<file path="src/vcode_stepper_consts.vh">
// Constants for the voltage-select code stepper
`ifndef VCODE_STEPPER_CONSTS_VH
`define VCODE_STEPPER_CONSTS_VH
`define CLK_SYS_HZ        50000000
`define SAMPLE_HZ         5550000
`define STEP_HZ           1850000
// Rounded down so the sample period is 180ns and the step period 540ns
`define SAMPLE_DIV        5'h09
`define STEP_DIV          5'h1b
`define DIV_W             5
`define CODE_W            8
`define CODE_STABLE_CNT   3'h3
`define OFF_STABLE_CNT    3'h4
`define CNT_W             3
`define OFF_CODE_A        8'hfe
`define OFF_CODE_B        8'hff
`define LOWEST_CODE       8'hb2
`define DAC_RESET_CODE    8'h00
`endif

</file>
<file path="src/tick_divider.v">
// Free-running divider that emits one-cycle ticks
`timescale 1ns/1ps
`include "vcode_stepper_consts.vh"
module tick_divider
#(
   parameter [`DIV_W-1:0] DIV = 5'h01
)
(
   // Clock and reset
   input  wire clk_sys,
   input  wire rst_b,
   // Tick out
   output reg  tick_ff
);
   reg [`DIV_W-1:0] cnt_ff;
   wire             wrap = (cnt_ff == DIV - 5'h01);

   always @(posedge clk_sys or negedge rst_b)
   begin
      if (!rst_b)
      begin
         cnt_ff  <= 5'h00;
         tick_ff <= 1'b0;
      end
      else
      begin
         cnt_ff  <= wrap ? 5'h00 : cnt_ff + 5'h01;
         tick_ff <= wrap;
      end
   end
endmodule

</file>
<file path="src/voltage_code_dac_stepper.v">
// Voltage-select code debounce, DAC stepping and off-code latch
//
// What this block does
// RQ1: Sample the code each 5.55MHz tick and compare against the target code.
// RQ2: Accept a differing code after three consecutive equal samples.
// RQ3: Step the DAC one 6.25mV code toward target each 1.85MHz tick.
// RQ4: Keep stepping until DAC equals target, then stop.
// RQ5: Recognise an off code after four consecutive equal samples.
// RQ6: Off code latches regulation off until enable falls then rises.
// RQ7: Higher code means lower level; codes fe and ff mean off.
// RQ8: A code change restarts the count; ramp retargets to the new code.
`timescale 1ns/1ps
`include "vcode_stepper_consts.vh"
module voltage_code_dac_stepper
(
   // Clock and reset
   input  wire                clk_sys,
   input  wire                rst_b,
   // Pins from the microprocessor and system
   input  wire [`CODE_W-1:0]  voltage_select_code,
   input  wire                enable_in,
   // DAC and regulation control
   output reg  [`CODE_W-1:0]  dac_code_ff,
   output reg  [`CODE_W-1:0]  target_code_ff,
   output reg                 ramping_ff,
   output reg                 reg_enable_ff,
   output reg                 off_latched_ff
);
   function is_off;
      input [`CODE_W-1:0] c;
      begin
         is_off = (c == `OFF_CODE_A) || (c == `OFF_CODE_B);
      end
   endfunction

   reg  [`CODE_W-1:0] code_s1_ff;
   reg  [`CODE_W-1:0] code_s2_ff;
   reg                en_s1_ff;
   reg                en_s2_ff;
   reg                en_prev_ff;
   reg                en_low_seen_ff;
   reg  [`CODE_W-1:0] sample_ff;
   reg  [`CNT_W-1:0]  stable_cnt_ff;
   reg                accepted_ff;
   wire               sample_tick;
   wire               step_tick;

   tick_divider #(.DIV(`SAMPLE_DIV)) u_sample_div
   (
      .clk_sys (clk_sys),
      .rst_b   (rst_b),
      .tick_ff (sample_tick)
   );

   tick_divider #(.DIV(`STEP_DIV)) u_step_div
   (
      .clk_sys (clk_sys),
      .rst_b   (rst_b),
      .tick_ff (step_tick)
   );

   // Pin synchronisers
   always @(posedge clk_sys or negedge rst_b)
   begin
      if (!rst_b)
      begin
         code_s1_ff <= `DAC_RESET_CODE;
         code_s2_ff <= `DAC_RESET_CODE;
         en_s1_ff   <= 1'b0;
         en_s2_ff   <= 1'b0;
         en_prev_ff <= 1'b0;
      end
      else
      begin
         code_s1_ff <= voltage_select_code;
         code_s2_ff <= code_s1_ff;
         en_s1_ff   <= enable_in;
         en_s2_ff   <= en_s1_ff;
         en_prev_ff <= en_s2_ff;
      end
   end

   // One DAC code per step toward the target; a higher code is a lower level
   function [`CODE_W-1:0] step_toward;
      input [`CODE_W-1:0] cur;
      input [`CODE_W-1:0] tgt;
      begin
         if (cur < tgt)
            step_toward = cur + 8'h01;
         else if (cur > tgt)
            step_toward = cur - 8'h01;
         else
            step_toward = cur;
      end
   endfunction

   // Sample comparison and enable edge
   wire               same_sample = (code_s2_ff == sample_ff);
   wire               sample_off  = is_off(code_s2_ff);
   wire               differs     = (code_s2_ff != target_code_ff);
   wire               en_rise     = en_s2_ff && !en_prev_ff;

   // Combinational next values
   reg  [`CNT_W-1:0]  run_len;
   reg                hit_code;
   reg                hit_off;
   reg  [`CODE_W-1:0] nxt_sample;
   reg  [`CNT_W-1:0]  nxt_cnt;
   reg  [`CODE_W-1:0] nxt_target;
   reg                nxt_accepted;
   reg                nxt_off_latched;
   reg                nxt_en_low_seen;
   reg                nxt_reg_enable;
   reg  [`CODE_W-1:0] nxt_dac;
   reg                nxt_ramping;

   // Debounce and acceptance; a differing sample restarts the run at one
   always @*
   begin
      run_len      = same_sample ? stable_cnt_ff + 3'h1 : 3'h1;
      hit_code     = !sample_off && differs && (run_len == `CODE_STABLE_CNT);
      hit_off      = sample_off && (run_len == `OFF_STABLE_CNT);
      nxt_sample   = sample_ff;
      nxt_cnt      = stable_cnt_ff;
      nxt_target   = target_code_ff;
      nxt_accepted = accepted_ff;
      if (off_latched_ff)
      begin
         // Codes are ignored while latched; the run restarts once cleared
         nxt_sample = code_s2_ff;
         nxt_cnt    = 3'h0;
      end
      else if (sample_tick)                                       // [RQ1]
      begin
         nxt_sample = code_s2_ff;
         // Saturate so an off code latches only once
         if (!(stable_cnt_ff == `OFF_STABLE_CNT && same_sample))
            nxt_cnt = run_len;                                    // [RQ8]
         if (hit_code)
         begin
            nxt_target   = code_s2_ff;                            // [RQ2] [RQ8]
            nxt_accepted = 1'b1;
         end
      end
   end

   // Off latch: clears only after enable low then a rising edge
   always @*
   begin
      nxt_off_latched = off_latched_ff;
      nxt_en_low_seen = en_low_seen_ff;
      if (sample_tick && hit_off)
      begin
         // Set wins over a clear in the same cycle
         nxt_off_latched = 1'b1;                                  // [RQ5] [RQ6]
         nxt_en_low_seen = 1'b0;
      end
      else if (off_latched_ff && !en_s2_ff)
         nxt_en_low_seen = 1'b1;
      else if (off_latched_ff && en_low_seen_ff && en_rise)
      begin
         nxt_off_latched = 1'b0;                                  // [RQ6]
         nxt_en_low_seen = 1'b0;
      end
      nxt_reg_enable = en_s2_ff && !nxt_off_latched;
   end

   // DAC stepping; the DAC freezes while latched off
   always @*
   begin
      nxt_dac     = dac_code_ff;
      nxt_ramping = accepted_ff && !off_latched_ff && (dac_code_ff != target_code_ff);
      if (step_tick && accepted_ff && !off_latched_ff)            // [RQ3]
         nxt_dac = step_toward(dac_code_ff, target_code_ff);      // [RQ4] [RQ7]
   end

   // Debounce registers
   always @(posedge clk_sys or negedge rst_b)
   begin
      if (!rst_b)
      begin
         sample_ff      <= `DAC_RESET_CODE;
         stable_cnt_ff  <= 3'h0;
         accepted_ff    <= 1'b0;
         target_code_ff <= `DAC_RESET_CODE;
      end
      else
      begin
         sample_ff      <= nxt_sample;
         stable_cnt_ff  <= nxt_cnt;
         accepted_ff    <= nxt_accepted;
         target_code_ff <= nxt_target;
      end
   end

   // Off latch registers
   always @(posedge clk_sys or negedge rst_b)
   begin
      if (!rst_b)
      begin
         off_latched_ff <= 1'b0;
         en_low_seen_ff <= 1'b0;
         reg_enable_ff  <= 1'b0;
      end
      else
      begin
         off_latched_ff <= nxt_off_latched;
         en_low_seen_ff <= nxt_en_low_seen;
         reg_enable_ff  <= nxt_reg_enable;
      end
   end

   // DAC registers
   always @(posedge clk_sys or negedge rst_b)
   begin
      if (!rst_b)
      begin
         dac_code_ff <= `DAC_RESET_CODE;
         ramping_ff  <= 1'b0;
      end
      else
      begin
         dac_code_ff <= nxt_dac;
         ramping_ff  <= nxt_ramping;
      end
   end
endmodule

</file>
<file path="config.mk">
export PLATFORM = sky130hd
export DESIGN_NAME = voltage_code_dac_stepper
export DESIGN_NICKNAME = d
export VERILOG_FILES = /design/src/tick_divider.v /design/src/voltage_code_dac_stepper.v
export VERILOG_INCLUDE_DIRS = /design/src
export SDC_FILE = /design/constraint.sdc
export NUM_CORES = 1
export LEC_CHECK = 0
export ABC_AREA = 1
export BUFFER_PORTS_ARGS = -buffer_cell sky130_fd_sc_hd__buf_2
export CELL_PAD_IN_SITES_DETAIL_PLACEMENT = 2
export CELL_PAD_IN_SITES_GLOBAL_PLACEMENT = 2
export CORE_UTILIZATION = 39
export CTS_CLUSTER_DIAMETER = 80
export DETAILED_ROUTE_END_ITERATION = 16
export PLACE_DENSITY_LB_ADDON = 0.1
export SLEW_MARGIN = 20
export SYNTH_ARGS = -nofsm -noshare
export SYNTH_HDL_FRONTEND = slang
export SYNTH_SLANG_ARGS = --single-unit
export TNS_END_PERCENT = 1
</file>
<file path="constraint.sdc">
create_clock -name clk_sys -period 4.44 [get_ports clk_sys]
set_input_delay 0.888 -clock clk_sys [delete_from_list [all_inputs] [get_ports clk_sys]]
set_output_delay 0.888 -clock clk_sys [all_outputs]
set_load 0.005 [all_outputs]
</file>
* Word-level counts from Yosys, hierarchy flattened
Cells that the tools add are included.
** Word-level totals
- Flip-flop bits (word level) :: 63
- Bits of input ports :: 11
- Logic and storage cells :: 79
- Output and inout port bits :: 19
** Operators by class
- Equal/unequal tests :: 11
- Add/sub/neg operators :: 5
- Multiplexer cells :: 16
- Bitwise operators :: 1
- Magnitude comparators :: 2
- Reduce and logical (&&, ||, !) cells :: 26
** Operator list (number)
- 8-bit two-way mux :: 4
- 8-bit equality test (second input constant) :: 2
- 8-bit inequality test :: 2
- 1-bit logical AND :: 14
- 3-bit two-way mux :: 4
- 5-bit by 1-bit adder with 5-bit output (second input constant) :: 2
- 5-bit two-way mux :: 2
- 8-bit by 1-bit adder with 8-bit output (second input constant) :: 1
- 8-bit equality test :: 1
- 8-bit > comparator :: 1
- 8-bit < comparator :: 1
- 8-bit by 1-bit subtractor with 8-bit output (second input constant) :: 1
- 3-bit equality test (second input constant) :: 2
- 1-bit two-way mux :: 6
- 5-bit by 4-bit equality test with 1-bit output (second input constant) :: 1
- 5-bit equality test (second input constant) :: 1
- 1-bit zero test :: 5
- 2-bit AND reduction :: 2
- 2-bit nonzero test :: 2
- 3-bit by 1-bit adder with 3-bit output (second input constant) :: 1
- 3-bit by 2-bit equality test with 1-bit output (second input constant) :: 1
- 3-bit AND reduction :: 1
- 3-bit nonzero test :: 1
- 2-bit inequality test (second input constant) :: 1
- other kinds (2) :: 2

* Logic depth before layout (Yosys ltp)
Gate-level depths: netlist of run 1.
- Depth in word-level cells :: 8
- Mapped depth :: 20
- Gate-level depth less buffers :: 20

* Modules after synthesis
A second synthesis of run 1 with hierarchy kept.
** Second synthesis, totals
- Cell total of the unflattened synthesis :: 346
- Area, all modules :: 3178.0 sq um
** By module, submodules not included
- voltage_code_dac_stepper :: area an instance 2643.8 sq um, cells an instance 290, sequential area each 1276.2 sq um, instances 1
- tick_divider at u_step_div :: area an instance 270.3 sq um, cells an instance 30, sequential area each 150.1 sq um, instances 1
- tick_divider at u_sample_div :: area an instance 264.0 sq um, cells an instance 26, sequential area each 150.1 sq um, instances 1

* Worst setup path before layout of run 1
No wires, ideal clock.
- Path type :: flip-flop to flip-flop
- From :: register dac_code_ff[7]
- To :: register dac_code_ff[7]
- Required time :: 4324 ps
- Arrival time :: 2208 ps
- Period minus slack after synthesis :: 2324 ps
- Cell stages (with the launch flop) :: 16
- Path buffers :: 0
- Path slack :: 2116 ps
- Library setup time :: 116 ps
- Cell sequence :: dfrtp_1 ha_1 a21o_1 nor2_1 nand2_1 ha_1 nand3_1 nand3_1 nand2_1 nor2_1 nor2_1 inv_1 nand2_1 nand2_1 nand2_1 nand2_1
** Between the ends
- Longest elaborated chain between the ends :: 3
- Elaborated cells between the ends (all ways) :: 8
- Classes of those cells :: add/sub (2); order compare (2); mux (2); reduce/logical (2)
** RTL lines
- start: declaration :: RTL line voltage_code_dac_stepper.v:23 : output reg [`CODE_W-1:0] dac_code_ff,
- start signal: assignment :: RTL line voltage_code_dac_stepper.v:218 : dac_code_ff <= `DAC_RESET_CODE;
- start signal: assignment :: RTL line voltage_code_dac_stepper.v:223 : dac_code_ff <= nxt_dac;
- 8-bit by 1-bit subtractor with 8-bit output (tied with other cells) :: RTL line voltage_code_dac_stepper.v:91 : step_toward = cur - 8'h01;
- 8-bit two-way mux / 2-bit nonzero test (equally long branches)
- 8-bit two-way mux / 2-bit AND reduction (equally long branches)
Parallel ways exist; a longest one is shown, timed or not. The select of a mux whose other input is x is not followed.
A chain may end at the register's enable or synchronous reset.

* Worst setup path in the final report of run 1
- From :: register target_code_ff[5]
- To :: register dac_code_ff[7]
** Between the ends
- Longest elaborated chain between the ends :: 3
- Elaborated cells between the ends (all ways) :: 5
- Classes of those cells :: order compare (2); mux (1); reduce/logical (2)
** RTL lines
- start: declaration :: RTL line voltage_code_dac_stepper.v:24 : output reg [`CODE_W-1:0] target_code_ff,
- start signal: assignment :: RTL line voltage_code_dac_stepper.v:185 : target_code_ff <= `DAC_RESET_CODE;
- start signal: assignment :: RTL line voltage_code_dac_stepper.v:192 : target_code_ff <= nxt_target;
- 8-bit < comparator / 8-bit > comparator (equally long branches) :: RTL line voltage_code_dac_stepper.v:88, voltage_code_dac_stepper.v:90
- 2-bit nonzero test (no line)
- 2-bit AND reduction (no line)
Parallel ways exist; a longest one is shown, timed or not.

==> metrics.txt, run 1 <==
status finished, final reports clean; commonest non-fill, non-tap cells in the layout nand2_1, dfrtp_1, inv_1; synthesized area per cell 8.98 um2; dpl cells 479; FMAX 0.364 GHz; Comb pwr share 0.039; number of global-route vias before repair 2668; wire per inst 15.7 um; Worst Path Buf+Inv 2; clk_lat worst skew 0.34 ns; unrepaired setup endpoints after global routing no; drt pass-1 iters 4; CTS tree done; core box area 7770 um2; Final period util 0.618; syn_nets 381; largest net degree at the start of global routing 35; CTS sink cnt 63; final hold vios 0; CTS clock-pin slew for the worst setup and hold paths 0.07 ns; Switching Share 0.229; smallest hold slack 0.354 ns; Antenna Nets Post-Route 0; GR Overflow Total 0; CP Capture Type register; worst slack at placement 1.70 ns; global-route wire length before repair 13400 um; TNS Setup 0 ns; Via Count 2432; Post-Layout Cell Count 494; Worst VDD drop 261 uV; PortBufs 29; CP top delay family simple AND/OR/NAND/NOR gates; critical path class register to register; CP Max Fanout 9; DRT iter0 DRCs 70; Die W 91.6 um; sw power 0.264 mW; post-synth top area cell dfrtp_1; CP max stage delay 0.45 ns; cts-stage hold buffer count 0; CP cell instances inv_1 > ha_1 > a21oi_1 > nor2_1 > nor2_1 > nand2_1 > ha_1 > nand3_1 > nand3_1 > nand2_1 > nor2_1 > nor2_1 > inv_1 > nand2_1 > nand2_1 > nand2_1 > nand2_1; post-cts sizing count 0; TritonCTS Buffers 9; EDFF count, synth 0; number of max-cap violations 0; Die Y 91.6 um; drt total wl 7750 um; layout cells sized above 1 0.156; DP HPWL 5810 um; synthesized area 3130 um2; CP most frequent cell nand2_1; area share of the largest cell type after synthesis 0.503; CP Data Arrival Time 2.97 ns; relative slew slack 0.404; row count 32; top-level I/O count 30; Pwr Density 320 nW/um2; count of cell types in the netlist 31; starting density of the core 0.404; Final GP Congestion 0.702; final count of negative-setup-slack endpoints 0; Startpoint Class register; Crit-path slowest cell ha_1; post-synthesis sequential area ratio 0.503; flops & latches, synth 63; Fill cells 893; internal power 0.888 mW; Area Growth Syn to Fin 15.0%; Leak Pwr 1.92 nW; register area 1580 um2; clock share of power 0.441; DRC 0; Clk Tree Root Cell clkbuf_8; multi-input logic area 1390 um2; commonest non-fill, non-tap cell in the layout nand2_1; clk buf depth 2; top post-synthesis cells by area dfrtp_1, nand2_1, ha_1, inv_1, nand3_1; Synth Warn # 0; Mapped Cells 349; GRT Util Overall 0.208; hold crit path type register to register; Async S/R FF share, synth 1.00; ANT cells 0; vias per inst 4.92; die area 8400 um2; Period minus WS final 2.75 ns; Setup Buffers After CTS 0; Synth Flop Type dfrtp_1; initial antenna violation count 0; Final Worst Setup Slack 1.69 ns; max-slew violation count 0; worst-margin pin slew 0.890 ns; sequential share of power 0.520; Required @ worst endpoint 4.67 ns; # nets final 420; htree depth 3; Clock Skew 0.0101 ns
-- Yosys cell counts (3+ instances only) --
cell,instances
nand3_1,26
nand2_1,103
ha_1,20
inv_1,42
a21oi_1,9
dfrtp_1,63
nor3_1,5
nor2_2,3
xor2_1,10
o21ai_0,12
nor2_1,20
xnor2_1,10
-- power by group through the flow --
stage	Clock (mW)	Sequential, mW	Combinational [mW]
after floorplan	0	0.606	0.0232
after global placement	0	0.609	0.0447
after detailed placement	0	0.610	0.0469
after CTS	0.527	0.599	0.0473
after global routing	0.543	0.601	0.0521
final	0.509	0.599	0.0452
-- routing by layer --
metal,share of wire,GRT usage,vias up
li1,-,-,1178
met1,0.47,0.270,1213
met2,0.49,0.348,33
met3,0.029,0.0406,8
met4,0.014,0.0714,0
met5,0,0,-
-- worst register-to-register path: cells and delay by family, from the launching register on --
| family | cells | cell delay [ns] |
|---|---|---|
| AND/OR/NAND/NOR | 12 | 1.18 |
| AO/OA/AOI/OAI | 1 | 0.14 |
| adder cells (fa/ha/maj) | 2 | 0.75 |
| flip-flops | 1 | 0.42 |
| buffers and inverters | 2 | 0.15 |
-- path summary, 6_finish.rpt --
kind,start,end,slack (ns),cells after the start
worst max-delay path,target_code_ff[5],dac_code_ff[7],1.69,17
worst min-delay path,code_s1_ff[0],code_s2_ff[0],0.35,0
worst max register to register,target_code_ff[5],dac_code_ff[7],1.69,17
worst min register to register,code_s1_ff[0],code_s2_ff[0],0.35,0
max in group asynchronous,rst_b,code_s2_ff[1],2.92,2
min in group asynchronous,rst_b,dac_code_ff[6],0.62,1
-- flip-flops by register name, indices dropped and copies added (netlist names), 3 cells and up --
signal / count
code_s1_ff: 8
code_s2_ff: 8
dac_code_ff: 8
sample_ff: 8
target_code_ff: 8
u_sample_div.cnt_ff: 5
u_step_div.cnt_ff: 5
stable_cnt_ff: 3
-- per-stage QoR --
stage / utilization / instance area (um2) / power [mW]
detailed placement: 0.438 / 3410 / 0.657
floorplan: - / 3130 / 0.629
CTS: 0.464 / 3600 / 1.17
global route: 0.464 / 3600 / 1.20
global placement: 0.438 / 3410 / 0.654
finish: 0.464 / 3600 / 1.15
-- area by class of cell --
cell class	count	share of cell area
inverter	43	0.0451
multi-input combinational	241	0.385
clock buffer	12	0.0431
sequential	63	0.437
clock inverter	3	0.0118
timing repair buffer	30	0.0424
tap	102	0.0354
-- cell families (layout without fill, tap and decap cells) --
group,after synthesis,after routing,share of synthesized area
AO/OA/AOI/OAI,28,28,0.0495
XOR/XNOR,20,20,0.0559
adder cells (fa/ha/maj),21,21,0.0862
buffers and inverters,45,88,0.0547
flip-flops,63,63,0.503
AND/OR/NAND/NOR,172,172,0.251
Note: power is estimated with default switching activity, not from simulation.
==> run 2, diff against run 1 <==
Settings changed: CORE_UTILIZATION 39 to 36.
Clock period 4.44 ns to 2.75 ns, I/O delays scaled along.
==> metrics.txt, run 2 (synthesis gave the netlist of run 1 again) <==
Area Growth Syn to Fin 17.2%; PortBufs 29 (unchanged); CTS tree done; core box area 8340 um2 (+7.4%); Switching Share 0.232 (+0.00319); Die Y 95.3 um (+4.0%); relative slew slack 0.532 (+0.128); unrepaired setup endpoints after global routing no; CP Max Fanout 9 (unchanged); CP max stage delay 0.40 ns (-0.05 ns); row count 33 (+3.1%); TritonCTS Buffers 9 (unchanged); CTS sink cnt 63 (unchanged); clk_lat worst skew 0.35 ns (about the same); CP most frequent cell nand2_1; GR Overflow Total 0 (unchanged); Leak Pwr 1.95 nW (+1.4%); Crit-path slowest cell dfrtp_1; worst-margin pin slew 0.697 ns (-0.194 ns); CP top delay family simple AND/OR/NAND/NOR gates; commonest non-fill, non-tap cells in the layout nand2_1, dfrtp_1, inv_1; max-slew violation count 0 (unchanged); final hold vios 0 (unchanged); status finished, final reports clean; CP cell instances inv_1 > ha_1 > a21oi_1 > nor2_1 > nor2_2 > nand2_4 > ha_2 > nand3_1 > nand3_1 > nand2_1 > nor2_1 > nor2_1 > inv_1 > nand2_1 > nand2_1 > nand2_1 > nand2_1; CP Data Arrival Time 2.74 ns (-0.23 ns); hold crit path type input port to async pin; multi-input logic area 1400 um2 (+0.90%); CTS clock-pin slew for the worst setup and hold paths 0.07 ns (about the same); top-level I/O count 30 (unchanged); # nets final 423 (+0.71%); Fill cells 955 (+6.9%); Final period util 0.913 (+0.295); internal power 1.51 mW (+70%); commonest non-fill, non-tap cell in the layout nand2_1; critical path class register to register; ANT cells 0 (unchanged); FMAX 0.398 GHz (+9.4%); placed inst area 3430 um2 (+0.77%); sequential share of power 0.490 (-0.030); htree depth 3 (unchanged); final count of negative-setup-slack endpoints 0 (unchanged); die area 9080 um2 (+8.1%); Clock Skew 0.0117 ns (+0.00162 ns); Pwr Density 536 nW/um2 (+68%); Period minus WS final 2.51 ns (-0.235 ns); final instance area 3670 um2 (+2.0%); initial antenna violation count 0 (unchanged); number of global-route vias before repair 2645 (-0.86%); Startpoint Class register; layout cells sized above 1 0.174 (+0.0186); largest net degree at the start of global routing 29 (-17%); GRT Util Overall 0.189 (-0.0189); Worst VDD drop 328 uV (+26%); Die W 95.3 um (+4.0%); Comb pwr share 0.038 (about the same); DP HPWL 5760 um (-0.87%); drt pass-1 iters 4 (unchanged); starting density of the core 0.376 (-0.0277); Antenna Nets Post-Route 0 (unchanged); clock share of power 0.472 (+0.031); Worst Path Buf+Inv 2 (unchanged); number of max-cap violations 0 (unchanged); register area 1580 um2 (unchanged); CP Capture Type register; Final Util 0.441 (-0.0233); drt total wl 7690 um (-0.71%); DRT iter0 DRCs 42 (-40%); Via Count 2447 (+0.62%); Clk Tree Root Cell clkbuf_8; wire per inst 15.3 um (-2.1%); global-route wire length before repair 12800 um (-4.7%); TNS Setup 0 ns (unchanged); clk buf depth 2 (unchanged); DRC 0 (unchanged); Setup Buffers After CTS 0 (unchanged); vias per inst 4.88 (-0.79%); sw power 0.458 mW (+73%); Required @ worst endpoint 2.98 ns (-1.69 ns); Final GP Congestion 0.765 (+9.0%)
==> run 2: timing repair <==
| item | 4_1_cts | 5_1_grt |
|---|---|---|
| hold buffers | 0 | 0 |
| resized for setup | 1 | 3 |
| setup endpoints to repair | 1 | 2 |
| pin swaps | 0 | 0 |
==> run 2: worst paths after layout <==
kind,from,end,slack (ns),cells after the start
max reg2reg,target_code_ff[5],dac_code_ff[7],0.24,17
max,target_code_ff[5],dac_code_ff[7],0.24,17
max in group asynchronous,rst_b,off_latched_ff,1.93,2
min,rst_b,target_code_ff[5],0.12,1
min in group clk_sys,enable_in,en_s1_ff,0.30,1
min reg2reg,code_s1_ff[2],code_s2_ff[2],0.35,0
==> run 2: per-stage QoR <==
| stage | setup WS [ns] | hold WS (ns) | std cells | power (mW) |
|---|---|---|---|---|
| 2_1_floorplan | 0.426 | 0.254 | 349 | 1.02 |
| 3_3_place_gp | 0.145 | 0.333 | 485 | 1.06 |
| 3_5_place_dp | 0.0118 | 0.336 | 485 | 1.06 |
| 4_1_cts | 0.103 | 0.110 | 501 | 2.01 |
| 5_1_grt | 0.0229 | 0.132 | 501 | 2.06 |
| 6_report | 0.240 | 0.121 | 501 | 1.97 |
==> run 2: routing by layer <==
layer,global-route usage,part of all wire
met5,0,0
met1,0.228,0.46
met2,0.320,0.49
met4,0.0720,0.015
met3,0.0526,0.036
==> run 2: power groups by stage <==
stage | combinational, mW | clock, mW | sequential, mW
2_1_floorplan | 0.0374 | 0 | 0.978
3_3_place_gp | 0.0734 | 0 | 0.983
3_5_place_dp | 0.0766 | 0 | 0.984
4_1_cts | 0.0777 | 0.971 | 0.966
5_1_grt | 0.0853 | 1.01 | 0.968
6_report | 0.0741 | 0.930 | 0.966
==> run 2: area by class of cell <==
type,count,area share
Tap cell,105,0.0358
Sequential cell,63,0.429
Inverter,43,0.0443
Multi-Input combinational cell,241,0.381
Clock buffer,10,0.0375
Timing Repair Buffer,33,0.0477
Clock inverter,6,0.0252
